<file path="src/sic_cfg.svh">
// Purpose: Register offsets, field positions, status and bus response codes and timing counts for the
//          safety interlock supervisor.
// Assumes: 25 MHz system clock.
// Notes:   Definitions only.
`ifndef SIC_CFG_SVH
`define SIC_CFG_SVH

`define SIC_CLK_MHZ 25
`define SIC_DEB_US 100
`define SIC_DEB_CYCLES ((`SIC_DEB_US) * (`SIC_CLK_MHZ))
`define SIC_DEB_W 16

`define SIC_OFF_CTRL 8'h00
`define SIC_OFF_CMD 8'h04
`define SIC_OFF_STAT 8'h08
`define SIC_OFF_EVT 8'h0C

`define SIC_CTRL_POWER 0
`define SIC_CTRL_INT_ILK 1

`define SIC_CMD_RUN 0
`define SIC_CMD_ARM 1
`define SIC_CMD_STOP 2
`define SIC_CMD_SUP_ON 3
`define SIC_CMD_SUP_OFF 4

`define SIC_EVT_CHANGE 0
`define SIC_EVT_REFUSED 1
`define SIC_EVT_FSTOP 2
`define SIC_EVT_CUT 3

`define SIC_STAT_CLOSED 0
`define SIC_STAT_MODE 1
`define SIC_STAT_SUPPLY 3
`define SIC_STAT_RED 4
`define SIC_STAT_GREEN 5
`define SIC_STAT_SYMBOL 6
`define SIC_STAT_PERIPH 7
`define SIC_STAT_THROUGH 8
`define SIC_STAT_LINES 9
`define SIC_STAT_CODE 16

`define SIC_CODE_OK 8'h00
`define SIC_CODE_OPEN 8'h06
`define SIC_RESP_OKAY 2'h0
`define SIC_RESP_SLVERR 2'h2

`endif

</file>
<file path="src/sic_pkg.sv">
// Purpose: Types shared by the safety interlock supervisor.
// Assumes: Widths from sic_cfg.svh.
// Notes:   Holds types only.
`include "sic_cfg.svh"

package sic_pkg;

    typedef enum logic [1:0] {
        SIC_MODE_STOP = 2'b00,
        SIC_MODE_RUN = 2'b01,
        SIC_MODE_EXT_ARMED = 2'b10
    } sic_mode_t;

    typedef enum logic [2:0] {
        SIC_REG_CTRL = 3'b000,
        SIC_REG_CMD = 3'b001,
        SIC_REG_STAT = 3'b010,
        SIC_REG_EVT = 3'b011,
        SIC_REG_NONE = 3'b100
    } sic_reg_t;

    typedef struct packed {
        logic [2:0] s1;
        logic [2:0] s2;
        logic [2:0] deb;
        logic [2:0][`SIC_DEB_W-1:0] cnt;
        logic closed;
        logic power;
        logic int_ilk;
        sic_mode_t mode;
        logic run_active;
        logic ext_armed;
        logic supply_on;
        logic [3:0] evt;
        logic lamp_red;
        logic lamp_green;
        logic open_symbol;
        logic periph_on;
        logic loop_through;
        logic ilk_out_n;
        logic msg_valid;
        logic [7:0] msg_code;
        logic awready;
        logic wready;
        logic [7:0] waddr;
        logic [31:0] wdata;
        logic [3:0] wstrb;
        logic bvalid;
        logic [1:0] bresp;
        logic arready;
        logic rvalid;
        logic [31:0] rdata;
        logic [1:0] rresp;
    } sic_state_t;

endpackage

</file>
<file path="src/sic_top.sv">
// Purpose: Safety interlock supervisor for a high-voltage pulse generator.
// Assumes: Inputs synchronous to aclk in timing sense, but still re-registered.
//          Threshold comparators sit outside; a high digital level means open.
// Notes:   Registers on AXI4-Lite; all outputs come from the state register.
//          Mode and supply are never brought back on their own when the loop recloses.
//          DEB_CYCLES sets the closing filter; shorten it only in simulation.
//
// Contract
// - Run or external-trigger armed requests are refused while the loop is open.
// - Loop opening during run forces stop and leaves run at once.
// - Test object supply cannot switch on while the loop is open.
// - Loop opening with supply on switches the supply off.
// - Closed loop: green lamp off, red lamp on; open loop the reverse.
// - Open loop shows the open-switch symbol on the display.
// - High voltage and supply enable only when every unit reports safe.
// - All interlock signals are active low, asserted when grounded.
// - An open contact or input above threshold counts as open loop.
// - Lamp and peripheral output asserts once the instrument leaves standby.
// - Emergency stop or internal interlock breaks the loop-through path.
// - Interlock status input drives the interlock function as loop state.
// - Interlock state changes are reported as status messages.
// - An interlock output lets chained equipment follow the interlock state.
// - Internal emergency-off button opens the loop like an open contact.
// - Open loop reports the interlock-open status code.
`timescale 1ns/1ns
`default_nettype none
`include "sic_cfg.svh"

module sic_top
    import sic_pkg::*;
#(
    parameter logic [`SIC_DEB_W-1:0] DEB_CYCLES = `SIC_DEB_W'(`SIC_DEB_CYCLES)
) (
    input wire logic aclk,
    input wire logic aresetn,
    input wire logic loop_in_n,
    input wire logic loop_status_n,
    input wire logic estop_released_n,
    input wire logic [7:0] s_axi_awaddr,
    input wire logic s_axi_awvalid,
    output logic s_axi_awready,
    input wire logic [31:0] s_axi_wdata,
    input wire logic [3:0] s_axi_wstrb,
    input wire logic s_axi_wvalid,
    output logic s_axi_wready,
    output logic [1:0] s_axi_bresp,
    output logic s_axi_bvalid,
    input wire logic s_axi_bready,
    input wire logic [7:0] s_axi_araddr,
    input wire logic s_axi_arvalid,
    output logic s_axi_arready,
    output logic [31:0] s_axi_rdata,
    output logic [1:0] s_axi_rresp,
    output logic s_axi_rvalid,
    input wire logic s_axi_rready,
    output logic run_active,
    output logic external_trigger_armed_mode,
    output logic test_object_supply,
    output logic lamp_red,
    output logic lamp_green,
    output logic open_symbol,
    output logic periph_on,
    output logic loop_through,
    output logic ilk_out_n,
    output logic msg_valid,
    output logic [7:0] msg_code
);

    // ------------------------------------------------------------------
    // Address decode
    // ------------------------------------------------------------------
    // Unmapped offsets decode to NONE and are answered with a slave error.
    function automatic sic_reg_t sic_decode(input logic [7:0] addr);
        sic_reg_t r;
        r = SIC_REG_NONE;
        unique case (addr)
            `SIC_OFF_CTRL: r = SIC_REG_CTRL;
            `SIC_OFF_CMD: r = SIC_REG_CMD;
            `SIC_OFF_STAT: r = SIC_REG_STAT;
            `SIC_OFF_EVT: r = SIC_REG_EVT;
            default: r = SIC_REG_NONE;
        endcase
        return r;
    endfunction

    sic_state_t q;
    sic_state_t d;

    // Helpers of the next-state logic; none of them is stored.
    logic [2:0] good;
    logic closed;
    logic wr_fire;
    sic_reg_t wr_reg;
    sic_reg_t rd_reg;
    logic [4:0] cmd;
    logic [3:0] evt_clr;
    logic [3:0] evt_set;
    logic ok_to_enable;

    // ------------------------------------------------------------------
    // Next-state logic
    // ------------------------------------------------------------------
    always_comb begin
        d = q;
        d.msg_valid = 1'b0;
        cmd = 5'h00;
        evt_clr = 4'h0;
        evt_set = 4'h0;

        // --------------------------------------------------------------
        // Input synchronisers and debounce
        // --------------------------------------------------------------
        // The first stage is read by nothing but the second, so a metastable
        // level can only reach the logic through two flip-flops.
        // Bit 0: loop contact, bit 1: status line, bit 2: emergency-off released.
        d.s1 = {estop_released_n, loop_status_n, loop_in_n};
        d.s2 = q.s1;
        // A grounded line is asserted; a floating or high line reads as open.
        good = {~q.s2[2], ~q.s2[1], ~q.s2[0]};

        // Opening takes effect on the first synchronised sample; only closing
        // waits out the bounce time, so contact chatter can never enable HV.
        // The counter stops once a line is accepted, so it cannot wrap while
        // a contact stays closed.
        for (int i = 0; i < 3; i++) begin
            if (!good[i]) begin
                d.deb[i] = 1'b0;
                d.cnt[i] = '0;
            end else if (!q.deb[i]) begin
                if (q.cnt[i] >= DEB_CYCLES - `SIC_DEB_W'(1)) begin
                    d.deb[i] = 1'b1;
                end else begin
                    d.cnt[i] = q.cnt[i] + `SIC_DEB_W'(1);
                end
            end
        end

        // --------------------------------------------------------------
        // Register writes
        // --------------------------------------------------------------
        // Address and data are taken in either order and parked until both
        // are in; the response follows one cycle later. Holding both ready
        // lines low until the response is taken limits the bus to one write
        // in flight, so two command pulses can never overlap.
        // A write to the status register is answered and dropped.
        if (s_axi_awvalid && q.awready) begin
            d.awready = 1'b0;
            d.waddr = s_axi_awaddr;
        end
        if (s_axi_wvalid && q.wready) begin
            d.wready = 1'b0;
            d.wdata = s_axi_wdata;
            d.wstrb = s_axi_wstrb;
        end
        wr_fire = !q.awready && !q.wready && !q.bvalid;
        wr_reg = sic_decode(q.waddr);
        if (wr_fire) begin
            d.bvalid = 1'b1;
            d.bresp = (wr_reg == SIC_REG_NONE) ? `SIC_RESP_SLVERR : `SIC_RESP_OKAY;
            // Only byte lane 0 carries register bits; a write without it is
            // answered but changes nothing.
            if (q.wstrb[0]) begin
                unique case (wr_reg)
                    SIC_REG_CTRL: begin
                        d.power = q.wdata[`SIC_CTRL_POWER];
                        d.int_ilk = q.wdata[`SIC_CTRL_INT_ILK];
                    end
                    SIC_REG_CMD: cmd = q.wdata[4:0];
                    SIC_REG_EVT: evt_clr = q.wdata[3:0];
                    SIC_REG_STAT: ;
                    SIC_REG_NONE: ;
                endcase
            end
        end
        if (q.bvalid && s_axi_bready) begin
            d.bvalid = 1'b0;
            d.awready = 1'b1;
            d.wready = 1'b1;
        end

        // --------------------------------------------------------------
        // Loop state and operating mode
        // --------------------------------------------------------------
        // The whole chain must report safe: contact, status line and
        // emergency-off, and the internal interlock must be released.
        // A write that sets int_ilk opens the loop in the cycle it lands.
        closed = &d.deb && !d.int_ilk;
        d.closed = closed;
        // Standby counts as unsafe for the high-voltage side as well.
        ok_to_enable = closed && d.power;

        // Mode and supply are not restored when the loop closes again; the
        // operator asks for them afresh, so a door that swings shut cannot
        // restart the generator.
        if (!ok_to_enable) begin
            if (q.mode != SIC_MODE_STOP) begin
                evt_set[`SIC_EVT_FSTOP] = 1'b1;
            end
            d.mode = SIC_MODE_STOP;
            if (q.supply_on) begin
                evt_set[`SIC_EVT_CUT] = 1'b1;
            end
            d.supply_on = 1'b0;
            // A refused request leaves a sticky flag, so software can tell a
            // dropped command from one lost on the bus.
            if (cmd[`SIC_CMD_RUN] || cmd[`SIC_CMD_ARM] || cmd[`SIC_CMD_SUP_ON]) begin
                evt_set[`SIC_EVT_REFUSED] = 1'b1;
            end
        end else begin
            // Stop outranks the two start requests; run outranks arming.
            priority case (1'b1)
                cmd[`SIC_CMD_STOP]: d.mode = SIC_MODE_STOP;
                cmd[`SIC_CMD_RUN]: d.mode = SIC_MODE_RUN;
                cmd[`SIC_CMD_ARM]: d.mode = SIC_MODE_EXT_ARMED;
                default: d.mode = q.mode;
            endcase
            if (cmd[`SIC_CMD_SUP_OFF]) begin
                d.supply_on = 1'b0;
            end else if (cmd[`SIC_CMD_SUP_ON]) begin
                d.supply_on = 1'b1;
            end
        end

        // --------------------------------------------------------------
        // Event flags and status messages
        // --------------------------------------------------------------
        // Flag order: loop change, request refused, forced stop, supply cut.
        // A change of loop state is also sent out as a one-cycle message.
        if (closed != q.closed) begin
            evt_set[`SIC_EVT_CHANGE] = 1'b1;
            d.msg_valid = 1'b1;
        end
        // A new event in the clearing cycle survives the clear.
        d.evt = (q.evt & ~evt_clr) | evt_set;

        // --------------------------------------------------------------
        // Indicators and chained outputs
        // --------------------------------------------------------------
        // Every indicator follows the filtered loop state of this cycle, so
        // the lamps, the symbol and the chained output never disagree with
        // the mode logic, not even for one cycle.
        // Red means closed and ready for high voltage; green means safe to enter.
        d.lamp_red = closed;
        d.lamp_green = !closed;
        d.open_symbol = !closed;
        d.msg_code = closed ? `SIC_CODE_OK : `SIC_CODE_OPEN;
        d.periph_on = d.power;
        // Only emergency-off and the internal interlock break the through
        // path; an open contact further along the chain is passed on as it is.
        d.loop_through = d.deb[2] && !d.int_ilk;
        d.ilk_out_n = !closed;
        // Mode decodes are registered so that the mode pins are plain flops.
        d.run_active = (d.mode == SIC_MODE_RUN);
        d.ext_armed = (d.mode == SIC_MODE_EXT_ARMED);

        // --------------------------------------------------------------
        // Register reads
        // --------------------------------------------------------------
        // A read is answered one cycle after its address is taken. The
        // status word carries the synchronised raw lines too, so software
        // can tell a chattering contact from one that is simply open.
        // Reads have no side effects; event flags clear only by writing ones.
        rd_reg = sic_decode(s_axi_araddr);
        if (s_axi_arvalid && q.arready) begin
            d.arready = 1'b0;
            d.rvalid = 1'b1;
            d.rresp = `SIC_RESP_OKAY;
            d.rdata = 32'h00000000;
            unique case (rd_reg)
                SIC_REG_CTRL: begin
                    d.rdata[`SIC_CTRL_POWER] = q.power;
                    d.rdata[`SIC_CTRL_INT_ILK] = q.int_ilk;
                end
                // Command bits are pulses and read back as zero.
                SIC_REG_CMD: ;
                SIC_REG_STAT: begin
                    d.rdata[`SIC_STAT_CLOSED] = q.closed;
                    d.rdata[`SIC_STAT_MODE +: 2] = q.mode;
                    d.rdata[`SIC_STAT_SUPPLY] = q.supply_on;
                    d.rdata[`SIC_STAT_RED] = q.lamp_red;
                    d.rdata[`SIC_STAT_GREEN] = q.lamp_green;
                    d.rdata[`SIC_STAT_SYMBOL] = q.open_symbol;
                    d.rdata[`SIC_STAT_PERIPH] = q.periph_on;
                    d.rdata[`SIC_STAT_THROUGH] = q.loop_through;
                    d.rdata[`SIC_STAT_LINES +: 3] = q.s2;
                    d.rdata[`SIC_STAT_CODE +: 8] = q.msg_code;
                end
                SIC_REG_EVT: d.rdata[3:0] = q.evt;
                SIC_REG_NONE: d.rresp = `SIC_RESP_SLVERR;
            endcase
        end
        if (q.rvalid && s_axi_rready) begin
            d.rvalid = 1'b0;
            d.arready = 1'b1;
        end
    end

    // ------------------------------------------------------------------
    // State register
    // ------------------------------------------------------------------
    always_ff @(posedge aclk) begin
        if (!aresetn) begin
            // The mode, the supply and the bus answers all start at zero.
            q <= '0;
            // Inputs start as open so nothing is enabled before the
            // debounce has seen a stable, closed chain.
            q.s1 <= 3'h7;
            q.s2 <= 3'h7;
            q.lamp_green <= 1'b1;
            q.open_symbol <= 1'b1;
            q.ilk_out_n <= 1'b1;
            q.msg_code <= `SIC_CODE_OPEN;
            q.awready <= 1'b1;
            q.wready <= 1'b1;
            q.arready <= 1'b1;
        end else begin
            q <= d;
        end
    end

    // ------------------------------------------------------------------
    // Outputs
    // ------------------------------------------------------------------
    assign s_axi_awready = q.awready;
    assign s_axi_wready = q.wready;
    assign s_axi_bvalid = q.bvalid;
    assign s_axi_bresp = q.bresp;
    assign s_axi_arready = q.arready;
    assign s_axi_rvalid = q.rvalid;
    assign s_axi_rdata = q.rdata;
    assign s_axi_rresp = q.rresp;
    // The mode decodes are held in the state, so every pin is a plain
    // flip-flop output with no logic in front of it.
    assign run_active = q.run_active;
    assign external_trigger_armed_mode = q.ext_armed;
    assign test_object_supply = q.supply_on;
    assign lamp_red = q.lamp_red;
    assign lamp_green = q.lamp_green;
    assign open_symbol = q.open_symbol;
    assign periph_on = q.periph_on;
    assign loop_through = q.loop_through;
    assign ilk_out_n = q.ilk_out_n;
    // The message strobe stands for one cycle; the code is a level.
    assign msg_valid = q.msg_valid;
    assign msg_code = q.msg_code;

endmodule
`default_nettype wire

</file>
<file path="config.mk">
export PLATFORM = sky130hd
export DESIGN_NAME = sic_top
export DESIGN_NICKNAME = d
export VERILOG_FILES = /design/src/sic_pkg.sv /design/src/sic_top.sv
export VERILOG_INCLUDE_DIRS = /design/src
export SDC_FILE = /design/constraint.sdc
export NUM_CORES = 1
export LEC_CHECK = 0
export BUFFER_PORTS_ARGS = -buffer_cell sky130_fd_sc_hd__buf_2
export CORE_UTILIZATION = 40
export CTS_CLUSTER_SIZE = 14
export DETAILED_ROUTE_END_ITERATION = 7
export PLACE_DENSITY_LB_ADDON = 0.15
export SYNTH_ARGS = -nofsm -noshare
export SYNTH_HDL_FRONTEND = slang
export SYNTH_SLANG_ARGS = --single-unit
</file>
<file path="constraint.sdc">
create_clock -name aclk -period 2.9 [get_ports aclk]
set_clock_uncertainty 0.2 [all_clocks]
set_input_delay 0.29 -clock aclk [delete_from_list [all_inputs] [get_ports aclk]]
set_output_delay 0.29 -clock aclk [all_outputs]
set_load 0.01 [all_outputs]
</file>
==> run metrics <==
sequential fraction of the synthesis area=a little under half; synth top area cells=dfxtp_1, buf_4, nor2_1; Post-synth top flop=dfxtp_1; type of the worst setup path=flop to flop; vias in the first global route=between 2000 and 3000; multiplexer share of the synthesized area=~1.6%; R2R Setup Slk=0.54 ns; RSZ-0062 raised after global routing=no; Biggest register=q; Initial Util=41.5%; R2R depth=7; fin util=47.2%; drt initial violations=between 100 and 150; first-pass GRT wire length=13.7 mm; area leader, netlist=dfxtp_1; mapped cell area=between 0.004 and 0.005 sq mm; CP dominant cell by count=o21a_1; Synth top cells by count=dfxtp_1, nor2_1, buf_4; clk buf depth=2; GP Congestion=around 0.74; layout net count=622; Max Clk Rate=around 0.42 GHz; Worst Tran Pin Value=0.522 ns; top-count cell post-synth=dfxtp_1; Die Ht=108 microns; hold path startpoint=s_axi_awaddr[6]; CP required=roughly 2.9 ns; Congestion Overflow GR=0; Layout area overhead=13.7%; CP max-delay cell=or4_4; post-synthesis xor/xnor area fraction=5.60%; Die Area=0.0118 sq mm; Core Area=between 0.01 and 0.015 sq mm; H-tree depth=3; CTS buffer count=9; pin count of the biggest net entering global routing=39; Post-CTS Setup Inserts=0; Max Transition Viols Final=0; post-cts hold buffer count=11; FF-to-FF End=q[151]; YS warnings=0; Crit path largest cell delay=0.43 ns; # IOs=121; DR vias/cell=slightly below 5; Hold Path Stages=3; worst min-delay path endpoint=q[81]; routed wire length=8.46 mm; Tot Pwr=around 0.0029 W; setup TNS=0 ns; status=complete, no violations; EDFF count, synth=0; Synth Register Bits=104; fin crit period=roughly 2.4 ns; Leakage=approximately 2.1 nW; Detailed Place HPWL=roughly 6.0 mm; DRC errors left=0; clock sink total=104; vias=3413; Slew headroom=65.2%; pwr dens=555 mW/mm^2; Die Wd=between 100 and 150 microns; number of antenna violations at the first check in global routing=0; Final ANT Viol Nets=0; Data arrival, critical path=between 2 and 2.5 ns; Routed WL per cell=between 10 and 15 microns; Netlist cell types=63; FILL cells=between 1000 and 1500; # setup viols final=0; Tot GR Track Use=14.9%; # port buffers=64; root buf cell=clkbuf_16; Max Cap Viol=0; n_diodes=0; share of layout cells above drive strength 1=18.5%; Gates resized, CTS repair=0; DRT Pass-1 Iters=4; beginning of the worst register-to-register path=q[144]; Worst-Skew Late Latency=between 0.3 and 0.4 ns; Mapped Cells=roughly 510; crit path max fanout=11; largest family of logic cells by synthesized area=simple AND/OR/NAND/NOR gates; Final Cycle Share=81.4%; post-synthesis compound-gate area fraction=roughly a tenth; placed instance area=roughly 0.0047 sq mm; worst path cell trace=ha_1 > or4_4 > o21ai_2 > a21bo_1 > nand4_4 > o21a_1 > o21a_1; Synth top area share=45.9%; max FFs per register=between 70 and 80; syn avg cell area=between 8 and 9 sq um; post-synthesis adder-cell area fraction=0.828%; fin area=0.00516 sq mm; Min-Delay Path Class=input port to flop; peak supply drop=0.356 mV; ys async rst share=0%; Synth Area in Simple Gates=25.5%; Worst setup EP type=flop; CTS clk-pin slew, worst paths=approximately 0.070 ns; Fin. Hold Viols=0; TritonCTS clock tree=done; Startpoint Class=flop; row cnt=38
==> logic make-up after synthesis <==
kind of cell / count (synthesis)
and+or+nand+nor: 214
DFF: 104
buffers and inverters: 74
AOI/OAI and AO/OA: 73
xor gates and xnor gates: 29
muxes: 7
adders and majority gates: 3
other: 1
==> layer usage <==
| metal | track usage, % | share of wire (%) | wire length, microns | up-vias |
|---|---|---|---|---|
| met5 | 0 | 0 | 0 | - |
| met4 | 4.63 | 0.96 | 81 | 0 |
| met3 | 4.16 | 4.2 | 355 | 8 |
| met2 | 22.8 | 44 | 3710 | 79 |
| met1 | 20.1 | 51 | 4310 | 1568 |
| li1 | - | - | - | 1758 |
==> placed cells by master (no fill, tap or decap), types with 2 or more instances in the layout <==
master         instances
a21oi_1               31
a22o_1                 2
a22oi_1               10
a31oi_1                2
and2_1                18
and3_1                 7
and4_1                 2
buf_2                 64
buf_4                  2
clkbuf_16              9
clkinv_4               2
conb_1                26
dfxtp_1              104
dlygate4sd3_1         12
ha_1                   3
inv_1                 12
mux2_2                 2
mux2i_1                5
nand2_1               40
nand2b_1              11
nand3_1               27
nand4_1               14
nor2_1                61
nor3_1                 7
nor3b_1                2
o21a_1                 4
o21ai_0               10
o31ai_1                2
or3_1                  2
or4_1                  2
or4_4                  3
xnor2_1                5
xor2_1                24
==> critical path: cells and delay by family, from the launching register on <==
family | cells | cell delay (ns)
AOI/OAI and AO/OA | 4 | 0.89
adders and majority gates | 1 | 0.24
DFF | 1 | 0.33
and+or+nand+nor | 2 | 0.61
==> cell type report <==
| cell class | count | area [sq um] | area share (%) |
|---|---|---|---|
| flip-flops and latches | 104 | 2080 | 40.4 |
| repair buffers | 78 | 455 | 8.83 |
| clock buffers | 10 | 239 | 4.63 |
| clock inverters | 6 | 75.1 | 1.46 |
| inverters | 12 | 45.0 | 0.873 |
| multi-input cells | 352 | 2090 | 40.4 |
| well taps | 140 | 175 | 3.40 |
==> per-stage QoR <==
stage	instances	worst slack (ns)	hold WS [ns]
2_1_floorplan	530	0.798	0.163
3_3_place_gp	674	0.555	0.192
3_5_place_dp	674	0.546	0.192
4_1_cts	701	0.533	0.00127
5_1_grt	702	0.384	0.00393
6_report	702	0.540	0.00578
==> how the worst max path moves through the flow <==
| stage | start | to | slack [ns] | cells past startpoint |
|---|---|---|---|---|
| floorplan | q[144] | q[151] | 0.80 | 8 |
| global placement | q[144] | q[151] | 0.56 | 7 |
| detailed placement | q[144] | q[151] | 0.55 | 7 |
| CTS | q[144] | q[151] | 0.53 | 7 |
| global route | s_axi_awready | q[100] | 0.38 | 6 |
| finish | q[144] | q[151] | 0.54 | 7 |
==> power breakdown <==
part	internal [W]	switching [W]
sequential	0.00145	0.0000226
clock	0.000705	0.000547
combinational	0.0000555	0.0000803
total	0.00221	0.000650
No activity file was read; power rests on OpenSTA's default activity.
